$ cat config.mk
export PLATFORM = sky130hd
export DESIGN_NAME = pssd_top
export DESIGN_NICKNAME = d
export VERILOG_FILES = /design/src/hdl/pssd_top.v
export VERILOG_INCLUDE_DIRS = /design/src /design/src/hdl
export SDC_FILE = /design/constraint.sdc
export NUM_CORES = 1
export LEC_CHECK = 0
export ABC_AREA = 1
export BUFFER_PORTS_ARGS = -buffer_cell sky130_fd_sc_hd__buf_2
export CORE_AREA = 4 4 179 181
export DETAILED_ROUTE_END_ITERATION = 10
export DIE_AREA = 0 0 183 185
export GPL_TIMING_DRIVEN = 1
export PLACE_DENSITY = 0.66
export RECOVER_POWER = 50
export SETUP_SLACK_MARGIN = 0.1
export SYNTH_ARGS = -nofsm -noshare
export SYNTH_HDL_FRONTEND = slang
export SYNTH_SLANG_ARGS = --single-unit
$ cat constraint.sdc
create_clock -name i_ref_clk -period 4.62 [get_ports i_ref_clk]
set_clock_uncertainty 0.15 [all_clocks]
set_input_delay 0 -clock i_ref_clk [delete_from_list [all_inputs] [get_ports i_ref_clk]]
set_output_delay 0 -clock i_ref_clk [all_outputs]
set_load 0.005 [all_outputs]
$ cat src/hdl/pssd_consts.vh
`ifndef PSSD_CONSTS_VH
`define PSSD_CONSTS_VH
`define PSSD_CLK_MHZ 100
`define PSSD_OFF_DELAY_NS 90000
`define PSSD_OFF_CYC ((`PSSD_OFF_DELAY_NS * `PSSD_CLK_MHZ) / 1000)
`define PSSD_FILT_NS 100000
`define PSSD_FILT_CYC (((`PSSD_FILT_NS * `PSSD_CLK_MHZ) + 999) / 1000 + 1)
`define PSSD_DEB_MS 100
`define PSSD_DEB_CYC (`PSSD_DEB_MS * 1000 * `PSSD_CLK_MHZ)
`define PSSD_RETRY_MS 4000
`define PSSD_RETRY_CYC (`PSSD_RETRY_MS * 1000 * `PSSD_CLK_MHZ)
`define PSSD_ADR_FLAGS 8'h03
`define PSSD_ADR_MASK_ACT 8'h0F
`define PSSD_ADR_MASK_SLP 8'h10
`define PSSD_ADR_STATUS 8'h1E
`define PSSD_ADR_CAUSE_A 8'h20
`define PSSD_ADR_CAUSE_B 8'h21
`define PSSD_ADR_THR_A 8'h23
`define PSSD_ADR_THR_B 8'h24
`define PSSD_ADR_CFG 8'h25
`define PSSD_ADR_WAKE 8'hDB
`define PSSD_RST_MASK 3'h7
`define PSSD_RST_THR_A 8'hCB
`define PSSD_RST_THR_B 8'h8A
`define PSSD_RST_CFG 6'h07
`define PSSD_CFG_RMEN 3
`define PSSD_CFG_RMSRC 4
`define PSSD_CFG_DBI 5
`define PSSD_THR_BOOT 7
`define PSSD_SRC_USB 0
`define PSSD_SRC_ADP 1
`define PSSD_SRC_BAT 2
`define PSSD_CA_TRIP 0
`define PSSD_CA_DIE 1
`define PSSD_CA_SYS 3
`define PSSD_CA_BATT 4
`define PSSD_CA_UV 5
`define PSSD_CA_OV 6
`define PSSD_CA_RM 7
`define PSSD_CB_CRITICAL_VOLTAGE_ZONE 0
`define PSSD_CB_IDRM 1
`endif

$ cat src/hdl/pssd_top.v
`timescale 1ns/100ps
`default_nettype none
`include "pssd_consts.vh"
module pssd_top #(
    parameter DEB_CYC = `PSSD_DEB_CYC,
    parameter RETRY_CYC = `PSSD_RETRY_CYC,
    parameter CNT_W = 32
) (
    // clock and reset
    input wire i_ref_clk,
    input wire i_arst_n,
    // register port
    input wire i_reg_wr,
    input wire i_reg_rd,
    input wire [7:0] i_reg_addr,
    input wire [7:0] i_reg_wdata,
    output reg [7:0] o_reg_rdata,
    // comparators and events
    input wire i_usb_power_raw,
    input wire i_adapter_sense,
    input wire i_battery_raw,
    input wire i_soc_thermal_trip_n,
    input wire i_die_overtemp_event,
    input wire i_sys_overtemp_event,
    input wire i_batt_overtemp_event,
    input wire i_sys_temp_action_en,
    input wire i_batt_temp_action_en,
    input wire i_sys_rail_undervolt_event,
    input wire i_sys_rail_overvolt_event,
    input wire i_vbat_removal_event,
    input wire i_id_removal_event,
    input wire i_critical_voltage_zone,
    input wire i_crit_voltage_action_cfg,
    input wire i_battery_low,
    input wire i_soc_sleep,
    // outputs
    output reg o_shutdown_out_n,
    output reg o_regulators_off,
    output reg o_seq_shutdown_req,
    output reg o_battery_measure_req,
    output reg o_power_source_irq,
    output reg o_crit_voltage_irq,
    output reg o_battery_digital_if_en,
    output reg [2:0] o_wake_en,
    output reg o_adapter_only_boot,
    output reg [7:0] o_thresholds_a,
    output reg [7:0] o_thresholds_b
);
    localparam [CNT_W-1:0] OFF_CYC = `PSSD_OFF_CYC;
    localparam [CNT_W-1:0] FILT_CYC = `PSSD_FILT_CYC;
    localparam [CNT_W-1:0] DEB_N = DEB_CYC;
    localparam [CNT_W-1:0] RETRY_N = RETRY_CYC;
    localparam [1:0] ST_RUN = 2'h0;
    localparam [1:0] ST_DELAY = 2'h1;
    localparam [1:0] ST_OFF = 2'h2;

    reg [2:0] change_flags;
    reg [2:0] mask_act;
    reg [2:0] mask_slp;
    reg [2:0] status;
    reg [5:0] cfg;
    reg [7:0] cause_a;
    reg [1:0] cause_b;
    reg [CNT_W-1:0] deb_cnt [0:2];
    reg [CNT_W-1:0] uv_cnt;
    reg [CNT_W-1:0] ov_cnt;
    reg [CNT_W-1:0] off_cnt;
    reg [CNT_W-1:0] retry_cnt;
    reg [1:0] state;
    reg [2:0] next_status;
    reg [7:0] next_cause;
    reg [1:0] next_seq;
    reg immediate;
    reg no_delay;
    integer k;
    integer j;

    wire [2:0] raw = {i_battery_raw, i_adapter_sense, i_usb_power_raw};
    wire uv_hit = (uv_cnt >= FILT_CYC);
    wire ov_hit = (ov_cnt >= FILT_CYC);
    // removal source chosen by config bit
    wire vbat_rm = i_vbat_removal_event & ~cfg[`PSSD_CFG_RMSRC];
    wire id_rm = i_id_removal_event & cfg[`PSSD_CFG_RMSRC];
    // removal shutdown (vbat cold off, id sequenced) unless disabled and adapter present
    wire rm_off = cfg[`PSSD_CFG_RMEN] | ~status[`PSSD_SRC_ADP];

    // immediate and sequenced shutdown cause decode
    always @* begin
        next_cause = 8'h00;
        next_cause[`PSSD_CA_TRIP] = ~i_soc_thermal_trip_n;
        next_cause[`PSSD_CA_DIE] = i_die_overtemp_event;
        next_cause[`PSSD_CA_SYS] = i_sys_overtemp_event & i_sys_temp_action_en;
        next_cause[`PSSD_CA_BATT] = i_batt_overtemp_event & i_batt_temp_action_en;
        next_cause[`PSSD_CA_UV] = uv_hit;
        next_cause[`PSSD_CA_OV] = ov_hit;
        next_cause[`PSSD_CA_RM] = vbat_rm & rm_off;
        immediate = |next_cause;
        no_delay = ov_hit;
        next_seq = 2'h0;
        next_seq[`PSSD_CB_IDRM] = id_rm & rm_off;
        next_seq[`PSSD_CB_CRITICAL_VOLTAGE_ZONE] = i_critical_voltage_zone & i_crit_voltage_action_cfg;
    end

    // debounced status: change only after a steady window when enabled
    always @* begin
        next_status = status;
        for (k = 0; k < 3; k = k + 1) begin
            if (!cfg[k]) begin
                next_status[k] = raw[k];
            end else if (raw[k] != status[k] && deb_cnt[k] >= DEB_N - 1) begin
                next_status[k] = raw[k];
            end
        end
    end

    // debounce counters
    always @(posedge i_ref_clk or negedge i_arst_n) begin
        if (!i_arst_n) begin
            deb_cnt[0] <= {CNT_W{1'b0}};
            deb_cnt[1] <= {CNT_W{1'b0}};
            deb_cnt[2] <= {CNT_W{1'b0}};
        end else begin
            for (j = 0; j < 3; j = j + 1) begin
                if (raw[j] == status[j] || next_status[j] != status[j]) begin
                    deb_cnt[j] <= {CNT_W{1'b0}};
                end else begin
                    deb_cnt[j] <= deb_cnt[j] + 1'b1;
                end
            end
        end
    end

    // rail comparator persistence filters
    always @(posedge i_ref_clk or negedge i_arst_n) begin
        if (!i_arst_n) begin
            uv_cnt <= {CNT_W{1'b0}};
            ov_cnt <= {CNT_W{1'b0}};
        end else begin
            if (!i_sys_rail_undervolt_event) begin
                uv_cnt <= {CNT_W{1'b0}};
            end else if (!uv_hit) begin
                uv_cnt <= uv_cnt + 1'b1;
            end
            if (!i_sys_rail_overvolt_event) begin
                ov_cnt <= {CNT_W{1'b0}};
            end else if (!ov_hit) begin
                ov_cnt <= ov_cnt + 1'b1;
            end
        end
    end

    // cold off sequencer
    always @(posedge i_ref_clk or negedge i_arst_n) begin
        if (!i_arst_n) begin
            state <= ST_RUN;
            off_cnt <= {CNT_W{1'b0}};
            o_shutdown_out_n <= 1'b1;
            o_regulators_off <= 1'b0;
            o_seq_shutdown_req <= 1'b0;
        end else begin
            case (state)
                ST_RUN: begin
                    if (immediate) begin
                        o_shutdown_out_n <= 1'b0;
                        off_cnt <= {CNT_W{1'b0}};
                        if (no_delay) begin
                            o_regulators_off <= 1'b1;
                            state <= ST_OFF;
                        end else begin
                            state <= ST_DELAY;
                        end
                    end else if (|next_seq) begin
                        o_seq_shutdown_req <= 1'b1;
                    end
                end
                ST_DELAY: begin
                    off_cnt <= off_cnt + 1'b1;
                    if (off_cnt >= OFF_CYC - 1) begin
                        o_regulators_off <= 1'b1;
                        state <= ST_OFF;
                    end
                end
                ST_OFF: begin
                    state <= ST_OFF;
                end
                default: begin
                    state <= ST_RUN;
                end
            endcase
        end
    end

    // shutdown cause capture, held until reset except that an immediate cause replaces a sequenced one; a read does not clear it
    always @(posedge i_ref_clk or negedge i_arst_n) begin
        if (!i_arst_n) begin
            cause_a <= 8'h00;
            cause_b <= 2'h0;
        end else if (state == ST_RUN) begin
            if (immediate) begin
                cause_a <= next_cause;
                cause_b <= 2'h0;
            end else if ((|next_seq) && !o_seq_shutdown_req) begin
                cause_a <= 8'h00;
                cause_b <= next_seq;
            end
        end
    end

    // status, change flags and register writes
    always @(posedge i_ref_clk or negedge i_arst_n) begin
        if (!i_arst_n) begin
            status <= 3'h0;
            change_flags <= 3'h0;
            mask_act <= `PSSD_RST_MASK;
            mask_slp <= `PSSD_RST_MASK;
            cfg <= `PSSD_RST_CFG;
            o_thresholds_a <= `PSSD_RST_THR_A;
            o_thresholds_b <= `PSSD_RST_THR_B;
            o_wake_en <= 3'h0;
        end else begin
            status <= next_status;
            // write-one clears; a new change in the same cycle wins
            change_flags <= (change_flags & ~((i_reg_wr && i_reg_addr == `PSSD_ADR_FLAGS) ?
                i_reg_wdata[2:0] : 3'h0)) | (next_status ^ status);
            if (i_reg_wr) begin
                case (i_reg_addr)
                    `PSSD_ADR_MASK_ACT: mask_act <= i_reg_wdata[2:0];
                    `PSSD_ADR_MASK_SLP: mask_slp <= i_reg_wdata[2:0];
                    `PSSD_ADR_CFG: cfg <= i_reg_wdata[5:0];
                    `PSSD_ADR_THR_A: o_thresholds_a <= i_reg_wdata;
                    `PSSD_ADR_THR_B: o_thresholds_b <= i_reg_wdata;
                    `PSSD_ADR_WAKE: o_wake_en <= i_reg_wdata[2:0];
                    default: ;
                endcase
            end
        end
    end

    // read mux and registered outputs
    always @(posedge i_ref_clk or negedge i_arst_n) begin
        if (!i_arst_n) begin
            o_reg_rdata <= 8'h00;
            o_power_source_irq <= 1'b0;
            o_crit_voltage_irq <= 1'b0;
            o_battery_digital_if_en <= 1'b0;
            o_adapter_only_boot <= 1'b0;
        end else begin
            o_power_source_irq <= |(change_flags & ~(i_soc_sleep ? mask_slp : mask_act));
            o_crit_voltage_irq <= i_critical_voltage_zone & ~i_crit_voltage_action_cfg;
            o_battery_digital_if_en <= cfg[`PSSD_CFG_DBI];
            o_adapter_only_boot <= o_thresholds_a[`PSSD_THR_BOOT];
            if (i_reg_rd) begin
                case (i_reg_addr)
                    `PSSD_ADR_FLAGS: o_reg_rdata <= {5'h00, change_flags};
                    `PSSD_ADR_MASK_ACT: o_reg_rdata <= {5'h00, mask_act};
                    `PSSD_ADR_MASK_SLP: o_reg_rdata <= {5'h00, mask_slp};
                    `PSSD_ADR_STATUS: o_reg_rdata <= {5'h00, status};
                    `PSSD_ADR_CAUSE_A: o_reg_rdata <= cause_a;
                    `PSSD_ADR_CAUSE_B: o_reg_rdata <= {6'h00, cause_b};
                    `PSSD_ADR_THR_A: o_reg_rdata <= o_thresholds_a;
                    `PSSD_ADR_THR_B: o_reg_rdata <= o_thresholds_b;
                    `PSSD_ADR_CFG: o_reg_rdata <= {2'h0, cfg};
                    `PSSD_ADR_WAKE: o_reg_rdata <= {5'h00, o_wake_en};
                    default: o_reg_rdata <= 8'h00;
                endcase
            end
        end
    end

    // periodic battery re-measure while usb present and battery low
    always @(posedge i_ref_clk or negedge i_arst_n) begin
        if (!i_arst_n) begin
            retry_cnt <= {CNT_W{1'b0}};
            o_battery_measure_req <= 1'b0;
        end else begin
            o_battery_measure_req <= 1'b0;
            if (!(status[`PSSD_SRC_USB] && i_battery_low)) begin
                retry_cnt <= {CNT_W{1'b0}};
            end else if (retry_cnt >= RETRY_N - 1) begin
                retry_cnt <= {CNT_W{1'b0}};
                o_battery_measure_req <= 1'b1;
            end else begin
                retry_cnt <= retry_cnt + 1'b1;
            end
        end
    end
endmodule // pssd_top
`default_nettype wire

Yosys cells after proc, flatten, opt, wreduce, memory -nomap -nowiden:

Index checks and enable logic that the tools add are counted.

* bits in registers: 289
* input port bits: 37
* logic and storage cells: 149
* output and inout port bits: 35

* bitwise logic cells: 20
* equality and inequality tests: 26
* multiplexer cells: 34
* reduce and logical (&&, ||, !) cells: 28
* order comparisons: 7
* $add $sub $neg: 7

Operators with widths (count)
* $mux W32: 10
* $add A32 B1 Y32 const B: 7
* $ge A32 B14 Y1 const B: 3
* $ge A32 B24 Y1 const B: 3
* $pmux W8 S10: 1
* $pmux W32 S2: 1
* $eq A8 B6 Y1 const B: 5
* $ge A32 B29 Y1 const B: 1
* $reduce_and A2 Y1: 10
* $eq A8 B5 Y1 const B: 2
* $mux W8: 2
* $mux W1: 11
* $mux W2: 5
* $ne A2 B2 Y1 const B: 5
* $and A1 B1 Y1: 8
* $eq A8 B2 Y1 const B: 1
* $eq A8 B4 Y1 const B: 1
* $eq A8 B8 Y1 const B: 1
* $reduce_or A7 Y1: 1
* $and A3 B3 Y3: 2
* $logic_and A1 B1 Y1: 6
* $mux W3: 2
* $ne A1 B1 Y1: 6
* $not A3 Y3: 2
* 17 further kinds: 26

Longest topological paths before layout:

* word-level depth: 7
* depth in mapped cells: 13
* mapped depth without buffers: 13

Worst setup path before layout:

Ideal clock, no wire load.

* path type: reg2reg
* from: reg retry_cnt[0]
* to: reg retry_cnt[19]
* period minus slack after synthesis: 1.902 ns
* data arrival time: 1.632 ns
* path buffers: 2
* library setup time: 0.120 ns
* slack: 2.718 ns
* data required time: 4.350 ns
* cell stages (with the launch flop): 13
* cell sequence: dfrtp_1 -> ha_1 -> nand3_2 -> nor2_2 -> inv_2 -> nor3_4 -> nand2_1 -> nand2_1 -> nand2_1 -> nand3b_2 -> buf_6 -> buf_6 -> nor2_1

* word-level cells in the longest chain between the ends: 3
* elaborated cells on any way between the ends: 4
* classes of those cells: 1 x add/sub; 1 x order compare; 2 x mux

RTL lines
* start: declaration: line pssd_top.v:68 `reg [CNT_W-1:0] retry_cnt;`
* start signal: assignment: line pssd_top.v:273 `retry_cnt <= {CNT_W{1'b0}};`
* start signal: assignment: line pssd_top.v:278 `retry_cnt <= {CNT_W{1'b0}};`
* start signal: assignment: line pssd_top.v:280 `retry_cnt <= {CNT_W{1'b0}};`
* $add A32 B1 Y32 / $ge A32 B29 Y1 (equally long branches): line pssd_top.v:283, pssd_top.v:279
* $mux W32 (*): line pssd_top.v:279 `end else if (retry_cnt >= RETRY_N - 1) begin`
* $mux W32 (*): line pssd_top.v:277 `` if (!(status[`PSSD_SRC_USB] && i_battery_low)) begin ``

Every way passes the cells marked *; elsewhere a longest branch is shown, timed or not.
A chain may end at the register's enable or synchronous reset.

==> impl_metrics.csv <==
group,metric,value,unit
status,run_status,"finished with violations",
status,failed_checks,"max-capacitance violations, max-slew violations",
placed_design,final_gp_congestion,0.908,
synth,avgSynthCellArea,7.66,µm²
layout,drive_above_1_share,0.0632,
clock_tree,clockBufferDepth,3,
sta,hold_slack,0.0892,ns
floorplanning,die_h,185,µm
power_and_ir_drop,power_density,347,mW/mm²
sta,period_minus_slack,3.05,ns
clock_tree,cts-root-buf,"clkbuf_16",
power_and_ir_drop,p_leak,7.95,nW
min_path,min_path_type,"primary input to flop",
layout,n_antenna_cell,0,
floorplanning,die_x,183,µm
synth,postSynthRegisterBits,288,
run,max_cap_viol_count,1,
placed_design,portBuffers,71,
routing,detail_route.iter0.violations,852,
global_routing,number_of_antenna_violations_at_the_first_check_in_global_routing,0,
synth,post_synth_edffs,0,
setup_path,r2r_cells,12,
min_path,holdPathStages,8,
placed_design,place_area,0.0158,mm²
synth,yosys-mux-area-fraction,0,
global_routing,grt_max_degree,122,
setup_path,regToRegSetupSlack,1.85,ns
synth,netlist_top_cells_area,"dfrtp_1, nand2_1, nor2_1",
clock_tree,tritoncts,"yes",
floorplanning,core_region_area,0.0304,mm²
routing,post_drt_via_cell_ratio,5.02,
sta,grt_setup_unrepaired,"no",
global_routing,grt_first_pass_wirelength,60200,µm
clock_tree,cts_buffers,34,
setup_path,critPathKind,"primary input to asynchronous set/reset pin",
sta,final_count_of_hold_timing_violations,0,
synth,top_cells_by_count_synth,"nand2_1, nor2_1, dfrtp_1",
synth,yosysWarnings,0,
sta,timing.final.max_slew_violations,114,
power_and_ir_drop,report.power.total,6.00,mW
clock_tree,cts_post_setup_buffers_inserted,0,
layout,final_core_util,0.569,
setup_path,timing.critical_path.fanout_max,114,
clock_tree,cts_sinks,288,
routing,route.detailed.drc,0,
floorplanning,row_count,64,
synth,yosys.cell_types.count,43,
routing,wire_per_inst,14.0,µm
synth,synth_top_area_cell,"dfrtp_1",
setup_path,cp_slowest_stage_delay,1.99,ns
synth,yosysTopAreaCellShare,0.451,
placed_design,dpl.hpwl,25100,µm
synth,synthesized_area_fraction_occupied_by_xor_and_xnor_cells,0.0638,
clock_tree,htree_levels,2,
synth,synthesis.area,0.0150,mm²
layout,finish.instance_area,0.0173,mm²
clock_tree,clock_insertion_delay_worst_skew,0.50,ns
synth,synthSimpleGateAreaFrac,0.327,
setup_path,cp_delay_by_family_top,"buffers and inverters",
synth,synth_most_common_cell,"nand2_1",
setup_path,rr_startpoint,"uv_cnt[1]",
synth,synth-adder-area-share,0.0117,
min_path,hold-path-endpoint,"o_reg_rdata[7]",
synth,synthFlopType,"dfrtp_1",
sta,report.final.setup_viol,0,
setup_path,arrival,3.45,ns
floorplanning,initial_utilization,0.492,
clock_tree,cts.clk_slew.worst_paths,0.06,ns
global_routing,number_of_global_route_vias_before_repair,12485,
sta,worst_slew_pin_slew,2.95,ns
setup_path,sum_of_buffers_and_inverters_on_the_critical_path,3,
sta,layout_worst_path_cycle_share,0.660,
global_routing,globalRoute.totalOverflow,0,
routing,postRouteWirelength,35400,µm
layout,post_layout_net_count,2146,
synth,synth_top_family_by_area,"simple AND/OR/NAND/NOR gates",
synth,number_of_instances_in_the_synthesized_netlist,1953,
setup_path,worst_path_max_delay_cell,"clkbuf_2",
synth,synth_compound_area_frac,0.0410,
setup_path,r2r_end,"cause_a[3]",
layout,flow.area_growth_from_synthesis,15.6,%
setup_path,timing.critical_path.required,5.02,ns
setup_path,setup.worst_path.start_class,"primary input",
routing,drt_pre_antenna_iters,5,
power_and_ir_drop,ir_worst_vdd,0.000244,V
sta,slew-limit-headroom,-0.968,
sta,max_freq,328,MHz
floorplanning,die_area,0.0339,mm²
synth,synth_async_sr_flop_share,1.00,
setup_path,cp_endpoint_kind,"asynchronous set/reset pin",
min_path,min-delay-start,"i_reg_addr[6]",
routing,antenna_left,0,
synth,seq_area_frac_synth,0.483,
setup_path,worstPathCellList,"dlygate4sd3_1 -> clkbuf_2 -> buf_4",
floorplanning,i_o_pins,72,
global_routing,grt_usage,0.213,
layout,number_of_fill_cells,2887,
routing,dr_total_vias,12637,
sta,timing.setup.tns,0,ns
-- per-stage QoR --
| stage | cells | worst slack [ns] |
|---|---|---|
| 2_1_floorplan | 1979 | 2.72 |
| 3_3_place_gp | 2414 | 2.17 |
| 3_5_place_dp | 2414 | 2.05 |
| 4_1_cts | 2517 | 1.81 |
| 5_1_grt | 2517 | 0.860 |
| 6_report | 2517 | 1.57 |
-- report_power, final --
part | switching [mW] | internal [mW] | leakage (nW)
sequential | 0.0551 | 2.60 | 3.84
combinational | 0.428 | 0.159 | 3.52
clock | 1.02 | 1.75 | 0.586
-- tightest hold or removal path: stages --
cell and delay [ns]:
buf_2 0.10, nor2_1 0.04, nand2_1 0.16, nor2_2 0.14, nand2_1 0.08, nand3_1 0.07, nand2_1 0.06, nand2_1 0.05
-- registers in the layout, indices dropped and copies added, names as in the netlist, 3 cells and up --
register / cells
off_cnt: 32
deb_cnt: 96
o_wake_en: 3
ov_cnt: 32
o_thresholds_a: 8
mask_slp: 3
status: 3
uv_cnt: 32
change_flags: 3
cfg: 6
mask_act: 3
retry_cnt: 32
cause_a: 7
o_reg_rdata: 8
o_thresholds_b: 8
-- final cells by class --
cell class / count / area (µm²) / area share
Sequential cell: 288 / 7230 / 0.418
Timing Repair Buffer: 116 / 782 / 0.0452
Clock buffer: 57 / 1110 / 0.0642
Clock inverter: 5 / 75.1 / 0.00434
Inverter: 234 / 878 / 0.0507
Tap cell: 396 / 495 / 0.0286
Multi-Input combinational cell: 1421 / 6740 / 0.389
-- worst max-delay path by stage --
stage	start	to	slack, ns	cells after the start
2_1_floorplan	retry_cnt[0]	retry_cnt[19]	2.72	12
3_3_place_gp	uv_cnt[0]	off_cnt[8]	2.17	10
3_5_place_dp	uv_cnt[1]	off_cnt[5]	2.05	11
4_1_cts	uv_cnt[0]	cause_a[4]	1.81	12
5_1_grt	i_arst_n	deb_cnt[76]	0.86	3
6_report	i_arst_n	deb_cnt[76]	1.57	3
-- logic make-up after synthesis --
kind of cell               count (synthesis)
adders and majority gates                 14
AOI/OAI and AO/OA                        111
buffers and inverters                    270
DFF                                      288
xor gates and xnor gates                 109
and+or+nand+nor                         1160
other                                      1
-- placed cells by master, fill, tap and decap left out, types with 3 or more instances in the layout --
cell and n:
clkbuf_1 30, clkbuf_8 11, dfstp_2 11, nand3b_1 7, nand3_2 3, nand2_1 525
clkbuf_16 37, nor2_1 329, dfrtp_1 270, clkinv_2 3, inv_1 233, o31ai_1 7
nor2_2 5, nor3_1 87, buf_2 49, xor2_1 84, dfstp_1 7, nor3b_1 5
nand3_1 142, nor4_1 9, and3_1 4, a21oi_1 20, o22ai_1 4, dlygate4sd3_1 41
o21ai_0 70, ha_1 14, xnor2_1 25, buf_4 3, nand4_1 37, conb_1 27
-- layer usage --
layer / GRT usage / vias up / wire length (µm)
met5: 0 / - / 0
met4: 0.0638 / 0 / 969
met1: 0.297 / 5908 / 16500
met2: 0.346 / 249 / 16200
li1: - / 6418 / -
met3: 0.0328 / 62 / 1630
-- what timing repair did --
action | 4_1_cts | 5_1_grt
hold buffers | 41 | 0
gates resized for setup | 0 | 0
endpoints found under the hold margin | 224 | 0
setup endpoints to repair | 0 | 0
Note: power is estimated with default switching activity, not from simulation.
